File: config.mk
export PLATFORM = sky130hd
export DESIGN_NAME = lrl_loader
export DESIGN_NICKNAME = d
export VERILOG_FILES = /design/src/pkg/lrl_pkg.sv /design/src/lrl_ram.sv /design/src/lrl_loader.sv
export SDC_FILE = /design/constraint.sdc
export NUM_CORES = 1
export LEC_CHECK = 0
export ABC_AREA = 1
export BUFFER_PORTS_ARGS = -buffer_cell sky130_fd_sc_hd__buf_4
export CORE_ASPECT_RATIO = 1.25
export CORE_MARGIN = 1.5
export CORE_UTILIZATION = 50
export DETAILED_ROUTE_END_ITERATION = 8
export HOLD_SLACK_MARGIN = 0.02
export PLACE_DENSITY = 0.7
export SYNTH_ARGS = -nofsm -noshare
export SYNTH_HDL_FRONTEND = slang
export SYNTH_SLANG_ARGS = --single-unit
File: constraint.sdc
create_clock -name core_clk_in -period 14.19 [get_ports core_clk_in]
set_input_delay 1.419 -clock core_clk_in [delete_from_list [all_inputs] [get_ports core_clk_in]]
set_output_delay 1.419 -clock core_clk_in [all_outputs]
set_load 0.005 [all_outputs]
File: src/pkg/lrl_pkg.sv
package lrl_pkg;
   localparam int RAM_WORDS        = 60;
   localparam int RAM_BITS         = 4;
   localparam int PTR_W            = 6;
   localparam int SUB_W            = 3;
   localparam int COL_W            = 2;
   localparam int BIT_IDX_W        = 3;
   localparam int PLEN_W           = 5;
   localparam int FRAME_DIV        = 24;
   localparam int NOMINAL_FRAME_HZ = 64;
   localparam int SYNC_STAGES      = 3;

   typedef enum logic [1:0] {
      LRL_STATIC = 2'h0,
      LRL_MUX2   = 2'h1,
      LRL_MUX3   = 2'h2,
      LRL_MUX4   = 2'h3
   } lrl_mode_t;

   localparam logic [PTR_W-1:0]     PTR_RST    = 6'h00;
   localparam logic [SUB_W-1:0]     SUB_RST    = 3'h0;
   localparam logic [PTR_W-1:0]     INC_STATIC = 6'h08;
   localparam logic [PTR_W-1:0]     INC_MUX2   = 6'h04;
   localparam logic [PTR_W-1:0]     INC_MUX3   = 6'h03;
   localparam logic [PTR_W-1:0]     INC_MUX4   = 6'h02;
   localparam logic [BIT_IDX_W-1:0] BIT_LAST   = 3'h7;
   localparam logic [2:0]           NPH_STATIC = 3'h1;
   localparam logic [2:0]           NPH_MUX2   = 3'h2;
   localparam logic [2:0]           NPH_MUX3   = 3'h3;
   localparam logic [2:0]           NPH_MUX4   = 3'h4;
endpackage

File: src/lrl_ram.sv
`timescale 1ns/1ps
module lrl_ram #(
   parameter int WORDS = 60,
   parameter int BITS  = 4,
   parameter int AW    = 6,
   parameter int CW    = 2
) (
   input  wire logic             clk_in,
   input  wire logic             reset_in,
   input  wire logic             we_in,
   input  wire logic [AW-1:0]    waddr_in,
   input  wire logic [CW-1:0]    wbit_in,
   input  wire logic             wdata_in,
   input  wire logic [CW-1:0]    rcol_in,
   output logic      [WORDS-1:0] col_out
);
   // No reset on the array: contents are undefined until loaded
   logic [BITS-1:0] mem_q [WORDS];

   if (WORDS > (1 << AW) || BITS > (1 << CW)) begin : g_chk
      $error("lrl_ram: address widths too small");
   end

   always_ff @(posedge clk_in) begin
      if (we_in) begin
         mem_q[waddr_in][wbit_in] <= wdata_in;
      end
   end

   // Whole column read at once so a phase change needs one cycle
   always_ff @(posedge clk_in) begin
      if (reset_in) begin
         col_out <= '0;
      end else begin
         for (int i = 0; i < WORDS; i++) begin
            col_out[i] <= mem_q[i][rcol_in];
         end
      end
   end
endmodule

File: src/lrl_loader.sv
`timescale 1ns/1ps
module lrl_loader (
   input  wire logic                                  core_clk_in,
   input  wire logic                                  reset_in,
   input  wire logic [1:0]                            drive_mode_in,
   input  wire logic                                  ptr_load_in,
   input  wire logic [lrl_pkg::PTR_W-1:0]             ptr_value_in,
   input  wire logic                                  dev_sel_in,
   input  wire logic [lrl_pkg::SUB_W-1:0]             dev_sel_value_in,
   input  wire logic                                  data_bit_valid_in,
   input  wire logic                                  data_bit_in,
   input  wire logic                                  xfer_abort_in,
   input  wire logic [lrl_pkg::SUB_W-1:0]             hw_subaddr_pins_in,
   input  wire logic                                  sync_n_in,
   output logic                                       sync_n_out,
   output logic      [lrl_pkg::RAM_WORDS-1:0]         segment_outputs_out,
   output logic      [lrl_pkg::RAM_BITS-1:0]          backplane_outputs_out,
   output logic      [lrl_pkg::PTR_W-1:0]             data_ptr_out,
   output logic      [lrl_pkg::SUB_W-1:0]             subaddr_cnt_out
);
   localparam int PW = lrl_pkg::PTR_W;
   localparam int SW = lrl_pkg::SUB_W;
   localparam int BW = lrl_pkg::BIT_IDX_W;
   localparam int LW = lrl_pkg::PLEN_W;
   localparam int CW = lrl_pkg::COL_W;
   localparam int NW = lrl_pkg::RAM_WORDS;

   if (lrl_pkg::FRAME_DIV % 12 != 0 || lrl_pkg::FRAME_DIV >= (1 << LW)) begin : g_chk
      $error("lrl_loader: frame divider must split into 1 to 4 equal phases");
   end

   // ---------------- Functions ----------------
   function automatic logic [2:0] nphases(input lrl_pkg::lrl_mode_t m);
      unique case (m)
         lrl_pkg::LRL_STATIC: nphases = lrl_pkg::NPH_STATIC;
         lrl_pkg::LRL_MUX2:   nphases = lrl_pkg::NPH_MUX2;
         lrl_pkg::LRL_MUX3:   nphases = lrl_pkg::NPH_MUX3;
         lrl_pkg::LRL_MUX4:   nphases = lrl_pkg::NPH_MUX4;
      endcase
   endfunction

   function automatic logic [PW-1:0] ptr_step(input lrl_pkg::lrl_mode_t m);
      unique case (m)
         lrl_pkg::LRL_STATIC: ptr_step = lrl_pkg::INC_STATIC;
         lrl_pkg::LRL_MUX2:   ptr_step = lrl_pkg::INC_MUX2;
         lrl_pkg::LRL_MUX3:   ptr_step = lrl_pkg::INC_MUX3;
         lrl_pkg::LRL_MUX4:   ptr_step = lrl_pkg::INC_MUX4;
      endcase
   endfunction

   function automatic logic [LW-1:0] phase_len(input lrl_pkg::lrl_mode_t m);
      phase_len = LW'(lrl_pkg::FRAME_DIV / int'(nphases(m)));
   endfunction

   // Modulo-60 fold of a pointer sum; the sum never reaches twice the depth
   function automatic logic [PW-1:0] wrap_ptr(input logic [PW:0] s);
      wrap_ptr = (s >= (PW+1)'(NW)) ? PW'(s - (PW+1)'(NW)) : s[PW-1:0];
   endfunction

   function automatic logic ovf(input logic [PW:0] s);
      ovf = (s >= (PW+1)'(NW));
   endfunction

   function automatic logic [3:0] bp_map(input lrl_pkg::lrl_mode_t m,
                                         input logic [1:0] ph);
      logic [3:0] one;
      one = 4'h1 << ph;
      unique case (m)
         lrl_pkg::LRL_STATIC: bp_map = 4'hf;
         lrl_pkg::LRL_MUX2:   bp_map = {one[1:0], one[1:0]};
         lrl_pkg::LRL_MUX3:   bp_map = {one[1], one[2:0]};
         lrl_pkg::LRL_MUX4:   bp_map = one;
      endcase
   endfunction

   lrl_pkg::lrl_mode_t mode;
   assign mode = lrl_pkg::lrl_mode_t'(drive_mode_in);

   // ---------------- Pin synchronisers ----------------
   logic [SW-1:0] hw_s1_q;
   logic [SW-1:0] hw_s2_q;
   logic [SW-1:0] hw_s3_q;
   logic [SW-1:0] hw_sub_q;
   logic          sy_s1_q;
   logic          sy_s2_q;
   logic          sy_s3_q;
   logic          sync_lvl_q;
   logic          sync_hit;

   always_ff @(posedge core_clk_in) begin
      if (reset_in) begin
         hw_s1_q    <= '0;
         hw_s2_q    <= '0;
         hw_s3_q    <= '0;
         hw_sub_q   <= '0;
         sy_s1_q    <= 1'b1;
         sy_s2_q    <= 1'b1;
         sy_s3_q    <= 1'b1;
         sync_lvl_q <= 1'b1;
      end else begin
         hw_s1_q <= hw_subaddr_pins_in;
         hw_s2_q <= hw_s1_q;
         hw_s3_q <= hw_s2_q;
         sy_s1_q <= sync_n_in;
         sy_s2_q <= sy_s1_q;
         sy_s3_q <= sy_s2_q;
         for (int i = 0; i < SW; i++) begin
            if (hw_s2_q[i] == hw_s3_q[i]) begin
               hw_sub_q[i] <= hw_s2_q[i];
            end
         end
         if (sy_s2_q == sy_s3_q) begin
            sync_lvl_q <= sy_s2_q;
         end
      end
   end

   // Falling edge of the filtered active-low sync
   assign sync_hit = sync_lvl_q && (sy_s2_q == sy_s3_q) && !sy_s2_q;

   // ---------------- Frame and phase timing ----------------
   logic [LW-1:0] div_q;
   logic [LW-1:0] div_d;
   logic [1:0]    phase_q;
   logic [1:0]    phase_d;
   logic [1:0]    phase_last;
   logic          phase_tick;
   logic          frame_start;
   logic          latch_load_q;
   logic [1:0]    rd_col;

   assign phase_last  = 2'(nphases(mode) - 3'h1);
   assign phase_tick  = (div_q >= phase_len(mode) - LW'(1));
   assign frame_start = phase_tick && (phase_q >= phase_last);
   assign div_d       = sync_hit ? phase_len(mode) - LW'(1) :
                        phase_tick ? '0 : div_q + LW'(1);
   assign phase_d     = sync_hit ? phase_last :
                        frame_start ? 2'h0 :
                        phase_tick ? phase_q + 2'h1 : phase_q;
   // Prefetch the coming column so the latch swaps right after the tick
   assign rd_col      = phase_tick ? phase_d : phase_q;

   always_ff @(posedge core_clk_in) begin
      if (reset_in) begin
         div_q        <= '0;
         phase_q      <= '0;
         latch_load_q <= 1'b0;
         sync_n_out   <= 1'b1;
      end else begin
         div_q        <= div_d;
         phase_q      <= phase_d;
         latch_load_q <= phase_tick && !sync_hit;
         sync_n_out   <= !(frame_start && !sync_hit);
      end
   end

   // ---------------- Write path ----------------
   logic [PW-1:0]  ptr_q;
   logic [PW-1:0]  ptr_d;
   logic [SW-1:0]  sub_q;
   logic [SW-1:0]  sub_d;
   logic [BW-1:0]  bit_cnt_q;
   logic [BW-1:0]  bit_cnt_d;
   logic [BW-1:0]  word_off;
   logic [1:0]     word_bit;
   logic [PW:0]    wr_sum;
   logic [PW:0]    step_sum;
   logic [PW-1:0]  wr_addr;
   logic [SW-1:0]  eff_sub;
   logic           sub_match;
   logic           ram_we;
   logic           byte_done;

   assign word_off  = BW'(bit_cnt_q / nphases(mode));
   assign word_bit  = 2'(bit_cnt_q % nphases(mode));
   assign wr_sum    = {1'b0, ptr_q} + {{(PW+1-BW){1'b0}}, word_off};
   assign wr_addr   = wrap_ptr(wr_sum);
   assign eff_sub   = sub_q + SW'(ovf(wr_sum));
   assign sub_match = (eff_sub == hw_sub_q);
   // Write each bit whose subaddress matches on arrival, not at the byte acknowledge
   assign ram_we    = data_bit_valid_in && !ptr_load_in && !xfer_abort_in && sub_match;
   assign byte_done = data_bit_valid_in && (bit_cnt_q == lrl_pkg::BIT_LAST);
   assign step_sum  = {1'b0, ptr_q} + {1'b0, ptr_step(mode)};

   always_comb begin
      ptr_d     = ptr_q;
      sub_d     = sub_q;
      bit_cnt_d = bit_cnt_q;
      if (ptr_load_in) begin
         ptr_d     = wrap_ptr({1'b0, ptr_value_in});
         bit_cnt_d = '0;
      end else if (xfer_abort_in) begin
         bit_cnt_d = '0;
      end else if (data_bit_valid_in) begin
         bit_cnt_d = bit_cnt_q + BW'(1);
         if (byte_done) begin
            ptr_d = wrap_ptr(step_sum);
            sub_d = sub_q + SW'(ovf(step_sum));
         end
      end
      if (dev_sel_in) begin
         sub_d = dev_sel_value_in;
      end
   end

   always_ff @(posedge core_clk_in) begin
      if (reset_in) begin
         ptr_q     <= lrl_pkg::PTR_RST;
         sub_q     <= lrl_pkg::SUB_RST;
         bit_cnt_q <= '0;
      end else begin
         ptr_q     <= ptr_d;
         sub_q     <= sub_d;
         bit_cnt_q <= bit_cnt_d;
      end
   end

   assign data_ptr_out    = ptr_q;
   assign subaddr_cnt_out = sub_q;

   // ---------------- Display RAM, latch and drivers ----------------
   logic [NW-1:0] col_data;

   lrl_ram #(
      .WORDS (NW),
      .BITS  (lrl_pkg::RAM_BITS),
      .AW    (PW),
      .CW    (CW)
   ) u_ram (
      .clk_in   (core_clk_in),
      .reset_in (reset_in),
      .we_in    (ram_we),
      .waddr_in (wr_addr),
      .wbit_in  (word_bit),
      .wdata_in (data_bit_in),
      .rcol_in  (rd_col),
      .col_out  (col_data)
   );

   always_ff @(posedge core_clk_in) begin
      if (reset_in) begin
         segment_outputs_out   <= '0;
         backplane_outputs_out <= '0;
      end else if (latch_load_q) begin
         segment_outputs_out   <= col_data;
         backplane_outputs_out <= bp_map(mode, phase_q);
      end
   end

   logic mode_chg_q;
   logic [1:0] mode_prev_q;
   always_ff @(posedge core_clk_in) begin
      mode_prev_q <= drive_mode_in;
   end
   assign mode_chg_q = (mode_prev_q != drive_mode_in);
endmodule

==> results of run 1 <==
-- per-layer routing --
layer,up-vias,wire (um)
met3,90,2440
met1,6601,17300
met5,-,0
met4,0,1210
met2,412,21600
li1,6660,-
-- worst min path at each step --
stage / from / to / slack (ns) / cells past startpoint
floorplan: hw_s1_q[0]$_SDFF_PP0_ / hw_s2_q[0]$_SDFF_PP0_ / 0.39 / 2
global placement: hw_s1_q[2]$_SDFF_PP0_ / hw_s2_q[2]$_SDFF_PP0_ / 0.39 / 2
detailed placement: sy_s1_q$_SDFF_PP1_ / sy_s2_q$_SDFF_PP1_ / 0.40 / 1
CTS: hw_s1_q[0]$_SDFF_PP0_ / hw_s2_q[0]$_SDFF_PP0_ / 0.41 / 2
global route: hw_s1_q[2]$_SDFF_PP0_ / hw_s2_q[2]$_SDFF_PP0_ / 0.42 / 2
finish: hw_s1_q[0]$_SDFF_PP0_ / hw_s2_q[0]$_SDFF_PP0_ / 0.40 / 2
-- metrics by stage --
step	setup WS, ns	instances	util (%)
4_1_cts	3.62	2515	57.7
5_1_grt	2.62	2515	57.7
2_1_floorplan	5.75	1960	-
6_report	3.52	2515	57.7
3_5_place_dp	3.08	2441	53.8
3_3_place_gp	3.46	2441	53.8
-- where the power goes --
part | total [mW] | switching [mW] | internal, mW
clock | 1.08 | 0.446 | 0.639
sequential | 1.33 | 0.0309 | 1.30
combinational | 0.639 | 0.432 | 0.207
-- registers in the layout, indices dropped and copies added, names as in the netlist, 3 cells and up --
| name | count |
|---|---|
| u_ram.col_out | 60 |
| backplane_outputs_out | 4 |
| hw_s3_q | 3 |
| u_ram.mem_q | 240 |
| segment_outputs_out | 60 |
| hw_s2_q | 3 |
| subaddr_cnt_out | 3 |
| data_ptr_out | 6 |
| hw_s1_q | 3 |
| div_q | 5 |
| hw_sub_q | 3 |
| bit_cnt_q | 3 |
-- placed cells by master (no fill, tap or decap), drive strengths merged --
| cell | instances |
|---|---|
| nand3b | 2 |
| inv | 109 |
| fa | 3 |
| nor3b | 1 |
| dfxtp | 161 |
| nand4 | 19 |
| xor2 | 10 |
| a21boi | 2 |
| or2 | 7 |
| and2 | 2 |
| clkinv | 16 |
| o31ai | 2 |
| a21oi | 97 |
| o2111ai | 1 |
| ha | 47 |
| o21a | 3 |
| mux2i | 1 |
| edfxtp | 240 |
| a31o | 2 |
| a211oi | 4 |
| a31oi | 12 |
| nand2 | 218 |
| xnor2 | 8 |
| bufinv | 3 |
| o211a | 1 |
| nor2 | 556 |
| o211ai | 2 |
| nand3 | 58 |
| buf | 107 |
| clkinvlp | 2 |
| a22oi | 2 |
| clkbuf | 55 |
| o21ai | 217 |
| nor3 | 9 |
| o21bai | 62 |
-- worst register-to-register path, delay by kind of cell (launching register included) --
kind / cells / cell delay [ns]
AOI/OAI and AO/OA: 7 / 1.02
adders and majority gates: 7 / 1.83
and+or+nand+nor: 14 / 2.72
buffers and inverters: 4 / 0.32
DFF: 1 / 0.41
xor gates and xnor gates: 3 / 0.61
-- cells by family (layout without fill, tap and decap cells) --
logic type      count (synthesis)  count (layout)
compound gates                407             407
simple gates                  872             872
mux                             1               1
xor+xnor                       18              18
flops                         401             401
fa+ha+maj                      50              50
buf+inv                       211             292
-- area by class of cell --
cell class | instances | share of cell area (%)
Clock buffer | 55 | 5.74
Clock inverter | 19 | 1.00
Inverter | 111 | 2.04
Multi-Input combinational cell | 1348 | 33.2
Sequential cell | 401 | 51.2
Tap cell | 474 | 2.91
Timing Repair Buffer | 107 | 3.94
==> flow_summary.ini, run 1 <==
[clock_tree]
cts_hold_buf = 0
clk_pin_slew_ns = 0.06
ctsHtreeMaxLevel = 2
cts-buffers-inserted = 40
cts_tree = yes
cts_buffer_depth = 3
clk_latency_ns = 0.54
cts_root_buffer = clkbuf_16
post_cts_buffers = 0
clock-sinks = 401
cts_resized = 0

[setup_path]
crit_top_cell = nand2_1
path_depth = 57
r2r_slack_ns = 6.96
cpMaxStageDelayCell = nand2_2
worst_r2r_path_depth = 35
critPathLaunch = drive_mode_in[1]
end_kind = flip-flop
critPathRequiredTime_ns = 14.63
critPathKind = input pin to flip-flop
crit_path_end = u_ram.col_out[15]$_SDFF_PP0_
crit_family = simple AND/OR/NAND/NOR gates
crit_arrival_ns = 11.10
critical_path_buf_inv_count = 9
crit-reg2reg-launch = bit_cnt_q[2]$_SDFFE_PP0P_
r2r_end = u_ram.mem_q[13][0]$_DFFE_PP_
crit_path_start_kind = input pin
cp_max_fo = 59
cpPeakStageDelay_ns = 0.82

[synthesis]
synth-compound-area-share_pct = 12.7
synth_fa_ha_area_share_pct = 3.61
synth_xor_area_share_pct = 0.879
synthMuxAreaShare_pct = 0.0558
synth_top_area_share_pct = 40.2
synth_nets = 2032
synth_top_area_cell = edfxtp_1
synth_area_mm2 = 0.0179
synth_simple_gate_area_share_pct = 20.1
yosys-top-cells-area = edfxtp_1 40%, dfxtp_1 18%, nor2_1 12%
netlist_top_cells_count = 551 x nor2_1, 240 x edfxtp_1, 213 x o21ai_0, 204 x nand2_1, 161 x dfxtp_1
ys_ff_latch = 401
yosys.cell_count.top_type = nor2_1
synth_seq_area_share_pct = 58.1
async_flop_share_pct = 0
synth_top_family_by_area = simple AND/OR/NAND/NOR gates
synth_cells = 1960
syn_area_per_cell_um2 = 9.15
synthDistinctLibCells = 49
ys_dominant_reg_cell = edfxtp_1
synth_edf_count = 240
ys_warn_count = 0

[global_routing]
grt_util_met1_pct = 29.1
grt_max_degree = 144
overflow = 0
antenna_found_initial = 0
grt_use_met2_pct = 41.0
grt_usage_pct = 23.3
grt_pass1_wl_um = 68100
top_usage_layer = met2
use_met3_pct = 2.97
grt_pass1_vias = 13400

[outcome]
status = completed

[sta]
layout_min_cycle_time_ns = 10.67
drv_slew = 0
slew_headroom_pct = 16.6
fmax_mhz = 93.7
finalSetupViolations = 0
rsz0062_at_grt = no
skew_ns = 0.0167
final.setup.tns_ns = 0
min_period_over_period_pct = 75.2
hold_viol = 0
whs_ns = 0.402
tightest_slew_ns = 1.25

[finish]
diodes = 0
regArea_mm2 = 0.0104
fin_nets = 2081
fill_cells = 3073
area_delta_synth_final_pct = 13.6
multi_input_area_mm2 = 0.00677
drive_gt1_share_pct = 11.5
final_area_mm2 = 0.0204

[placed_design]
dp_hpwl_um = 25300
gp_congestion = 0.870
dpl_cell_area_mm2 = 0.0190
portBuffers = 95

[hold_path]
hold_class = flip-flop to flip-flop

[routing]
firstDrtPassIters = 7
routedWlPerCell_um = 16.9
vias = 13800
drtAntennaViolNets = 0
drt_iter0_markers = 1040
routed_wl_um = 42600
vias_per_cell = 5.47
drc = 0

[floorplanning]
core_area_mm2 = 0.0354
die_h_um = 215
io_pins = 96
die_x_um = 172
initial_core_util_pct = 50.7
num_rows = 77
fp.dieArea_mm2 = 0.0370

[job]
drv_cap = 0

[power]
design_power_total_mw = 3.06
ir_drop_uv = 117
total_leakage_power_nw = 7.72
p_per_area_mw_per_mm2 = 150
(Power assumes the default switching activity.)
==> inputs of run 2 (changes only) <==
==> constraint.sdc (replaced) <==
create_clock -name core_clk_in -period 10.3 [get_ports core_clk_in]
set_input_delay 1.03 -clock core_clk_in [delete_from_list [all_inputs] [get_ports core_clk_in]]
set_output_delay 1.03 -clock core_clk_in [all_outputs]
set_load 0.005 [all_outputs]
==> run 2 against run 1 <==
  * Design area decreased by 0.49%
  * Die area unchanged
  * Clock skew decreased by 0.0018 ns
  * Via count hardly changed
  * Total power is 34% higher
  * Clock power up 26%
  * Utilization fell by 0.28 points
  * Non-clock buffer count up 2
  * Sequential share of layout area rose by 0.25 points
  * Wire length is 0.82% lower
  * Largest cell class unchanged
  * Highest routed layer unchanged
==> flow_summary.ini, run 2 (synthesis gave the netlist of run 1 again) <==
[outcome]
status = completed

[routing]
routedWlPerCell_um = 16.8
drt_iter0_markers = 1022
vias_per_cell = 5.47
drtAntennaViolNets = 0
vias = 13800
routed_wl_um = 42200
drc = 0
firstDrtPassIters = 5

[clock_tree]
cts_resized = 0
cts_hold_buf = 0
cts-buffers-inserted = 39
ctsHtreeMaxLevel = 2
clk_pin_slew_ns = 0.06
clk_latency_ns = 0.54
cts_tree = yes
cts_root_buffer = clkbuf_16
clock-sinks = 401
cts_buffer_depth = 3
post_cts_buffers = 0

[floorplanning]
fp.dieArea_mm2 = 0.0370
core_area_mm2 = 0.0354
initial_core_util_pct = 50.7
die_x_um = 172
num_rows = 77
io_pins = 96
die_h_um = 215

[sta]
min_period_over_period_pct = 85.9
skew_ns = 0.0149
finalSetupViolations = 0
rsz0062_at_grt = no
slew_headroom_pct = 18.9
whs_ns = 0.403
tightest_slew_ns = 1.21
fmax_mhz = 113
layout_min_cycle_time_ns = 8.85
final.setup.tns_ns = 0
hold_viol = 0
drv_slew = 0

[finish]
drive_gt1_share_pct = 11.6
diodes = 0
multi_input_area_mm2 = 0.00676
final_common_cell = nor2_1
reg.largest.list = u_ram.mem_q: 240 flops, segment_outputs_out: 60 flops, u_ram.col_out: 60 flops
largest_reg_flops = 240
regArea_mm2 = 0.0104
area_delta_synth_final_pct = 13.1
fill_cells = 3083
final_area_mm2 = 0.0203
final_cell_mix = 551 x nor2_1, 240 x edfxtp_1, 213 x o21ai_0
largest_register = u_ram.mem_q
fin_nets = 2082

[setup_path]
critPathKind = input pin to flip-flop
crit_arrival_ns = 9.28
crit_top_cell = nand2_1
crit_path_start_kind = input pin
r2r_slack_ns = 2.92
worst_r2r_path_depth = 35
r2r_end = u_ram.mem_q[19][3]$_DFFE_PP_
cp_max_fo = 106
critPathLaunch = drive_mode_in[1]
end_kind = flip-flop
crit-reg2reg-launch = bit_cnt_q[2]$_SDFFE_PP0P_
cpPeakStageDelay_ns = 0.43
cpMaxStageDelayCell = fa_1
crit_path_end = u_ram.col_out[5]$_SDFF_PP0_
critPathRequiredTime_ns = 10.74

[hold_path]
hold_class = flip-flop to flip-flop

[placed_design]
dpl_cell_area_mm2 = 0.0191
gp_congestion = 0.855
portBuffers = 95
dp_hpwl_um = 25100

[global_routing]
antenna_found_initial = 1
grt_pass1_vias = 13400
grt_max_degree = 140
grt_pass1_wl_um = 67400
grt_usage_pct = 23.1
overflow = 0

[power]
total_leakage_power_nw = 7.70
design_power_total_mw = 4.09
ir_drop_uv = 198
p_per_area_mw_per_mm2 = 201

[job]
drv_cap = 0
## run 2: cell types whose count changed in the layout (fill, tap and decap cells not counted), moves of 4 or more
| cell | delta |
|---|---|
| buf_12 | +4 |
| clkbuf_16 | -4 |
| clkbuf_8 | +4 |
| clkinv_2 | +6 |
## run 2: power breakdown
group	internal, mW	leakage (nW)	total [mW]	switching, mW
clock	0.769	0.620	1.36	0.590
sequential	1.79	3.48	1.84	0.0508
combinational	0.298	3.60	0.885	0.587
## run 2: cell type report
| type | instances | area share (%) |
|---|---|---|
| clock inverter | 14 | 0.401 |
| sequential | 401 | 51.4 |
| inverter | 111 | 2.05 |
| timing repair buffer | 109 | 4.28 |
| tap | 474 | 2.92 |
| clock buffer | 56 | 5.59 |
| multi-input combinational | 1348 | 33.3 |
## run 2: per-stage QoR
step | setup WS, ns | utilization [%] | instances
after floorplan | 2.25 | - | 1960
after global placement | 1.35 | 53.9 | 2443
after detailed placement | 1.03 | 53.9 | 2443
after CTS | 1.56 | 57.4 | 2513
after global routing | 0.572 | 57.4 | 2513
final | 1.45 | 57.4 | 2513
## run 2: how the worst min path moves through the flow
| stage | to | depth (start not counted) | start | slack, ns |
|---|---|---|---|---|
| after floorplan | hw_s2_q[0]$_SDFF_PP0_ | 2 | hw_s1_q[0]$_SDFF_PP0_ | 0.39 |
| after CTS | hw_s2_q[2]$_SDFF_PP0_ | 2 | hw_s1_q[2]$_SDFF_PP0_ | 0.40 |
| after global routing | hw_s2_q[1]$_SDFF_PP0_ | 2 | hw_s1_q[1]$_SDFF_PP0_ | 0.42 |
| after detailed placement | hw_s2_q[2]$_SDFF_PP0_ | 2 | hw_s1_q[2]$_SDFF_PP0_ | 0.40 |
| final | hw_s2_q[2]$_SDFF_PP0_ | 2 | hw_s1_q[2]$_SDFF_PP0_ | 0.40 |
| after global placement | hw_s2_q[2]$_SDFF_PP0_ | 2 | hw_s1_q[2]$_SDFF_PP0_ | 0.39 |
## run 2: critical path: cells and delay by family
kind	cells	cell delay (ns)
AND/OR/NAND/NOR	34	3.91
AO/OA/AOI/OAI	11	1.60
buffers and inverters	9	1.55
adder cells (fa/ha/maj)	3	1.06
## run 2: metal layers
layer	vias to the layer above	track usage [%]	wire [um]
li1	6661	-	-
met2	420	40.1	21000
met5	-	0	0
met1	6596	29.2	17600
met4	0	8.38	1160
met3	73	2.91	2380
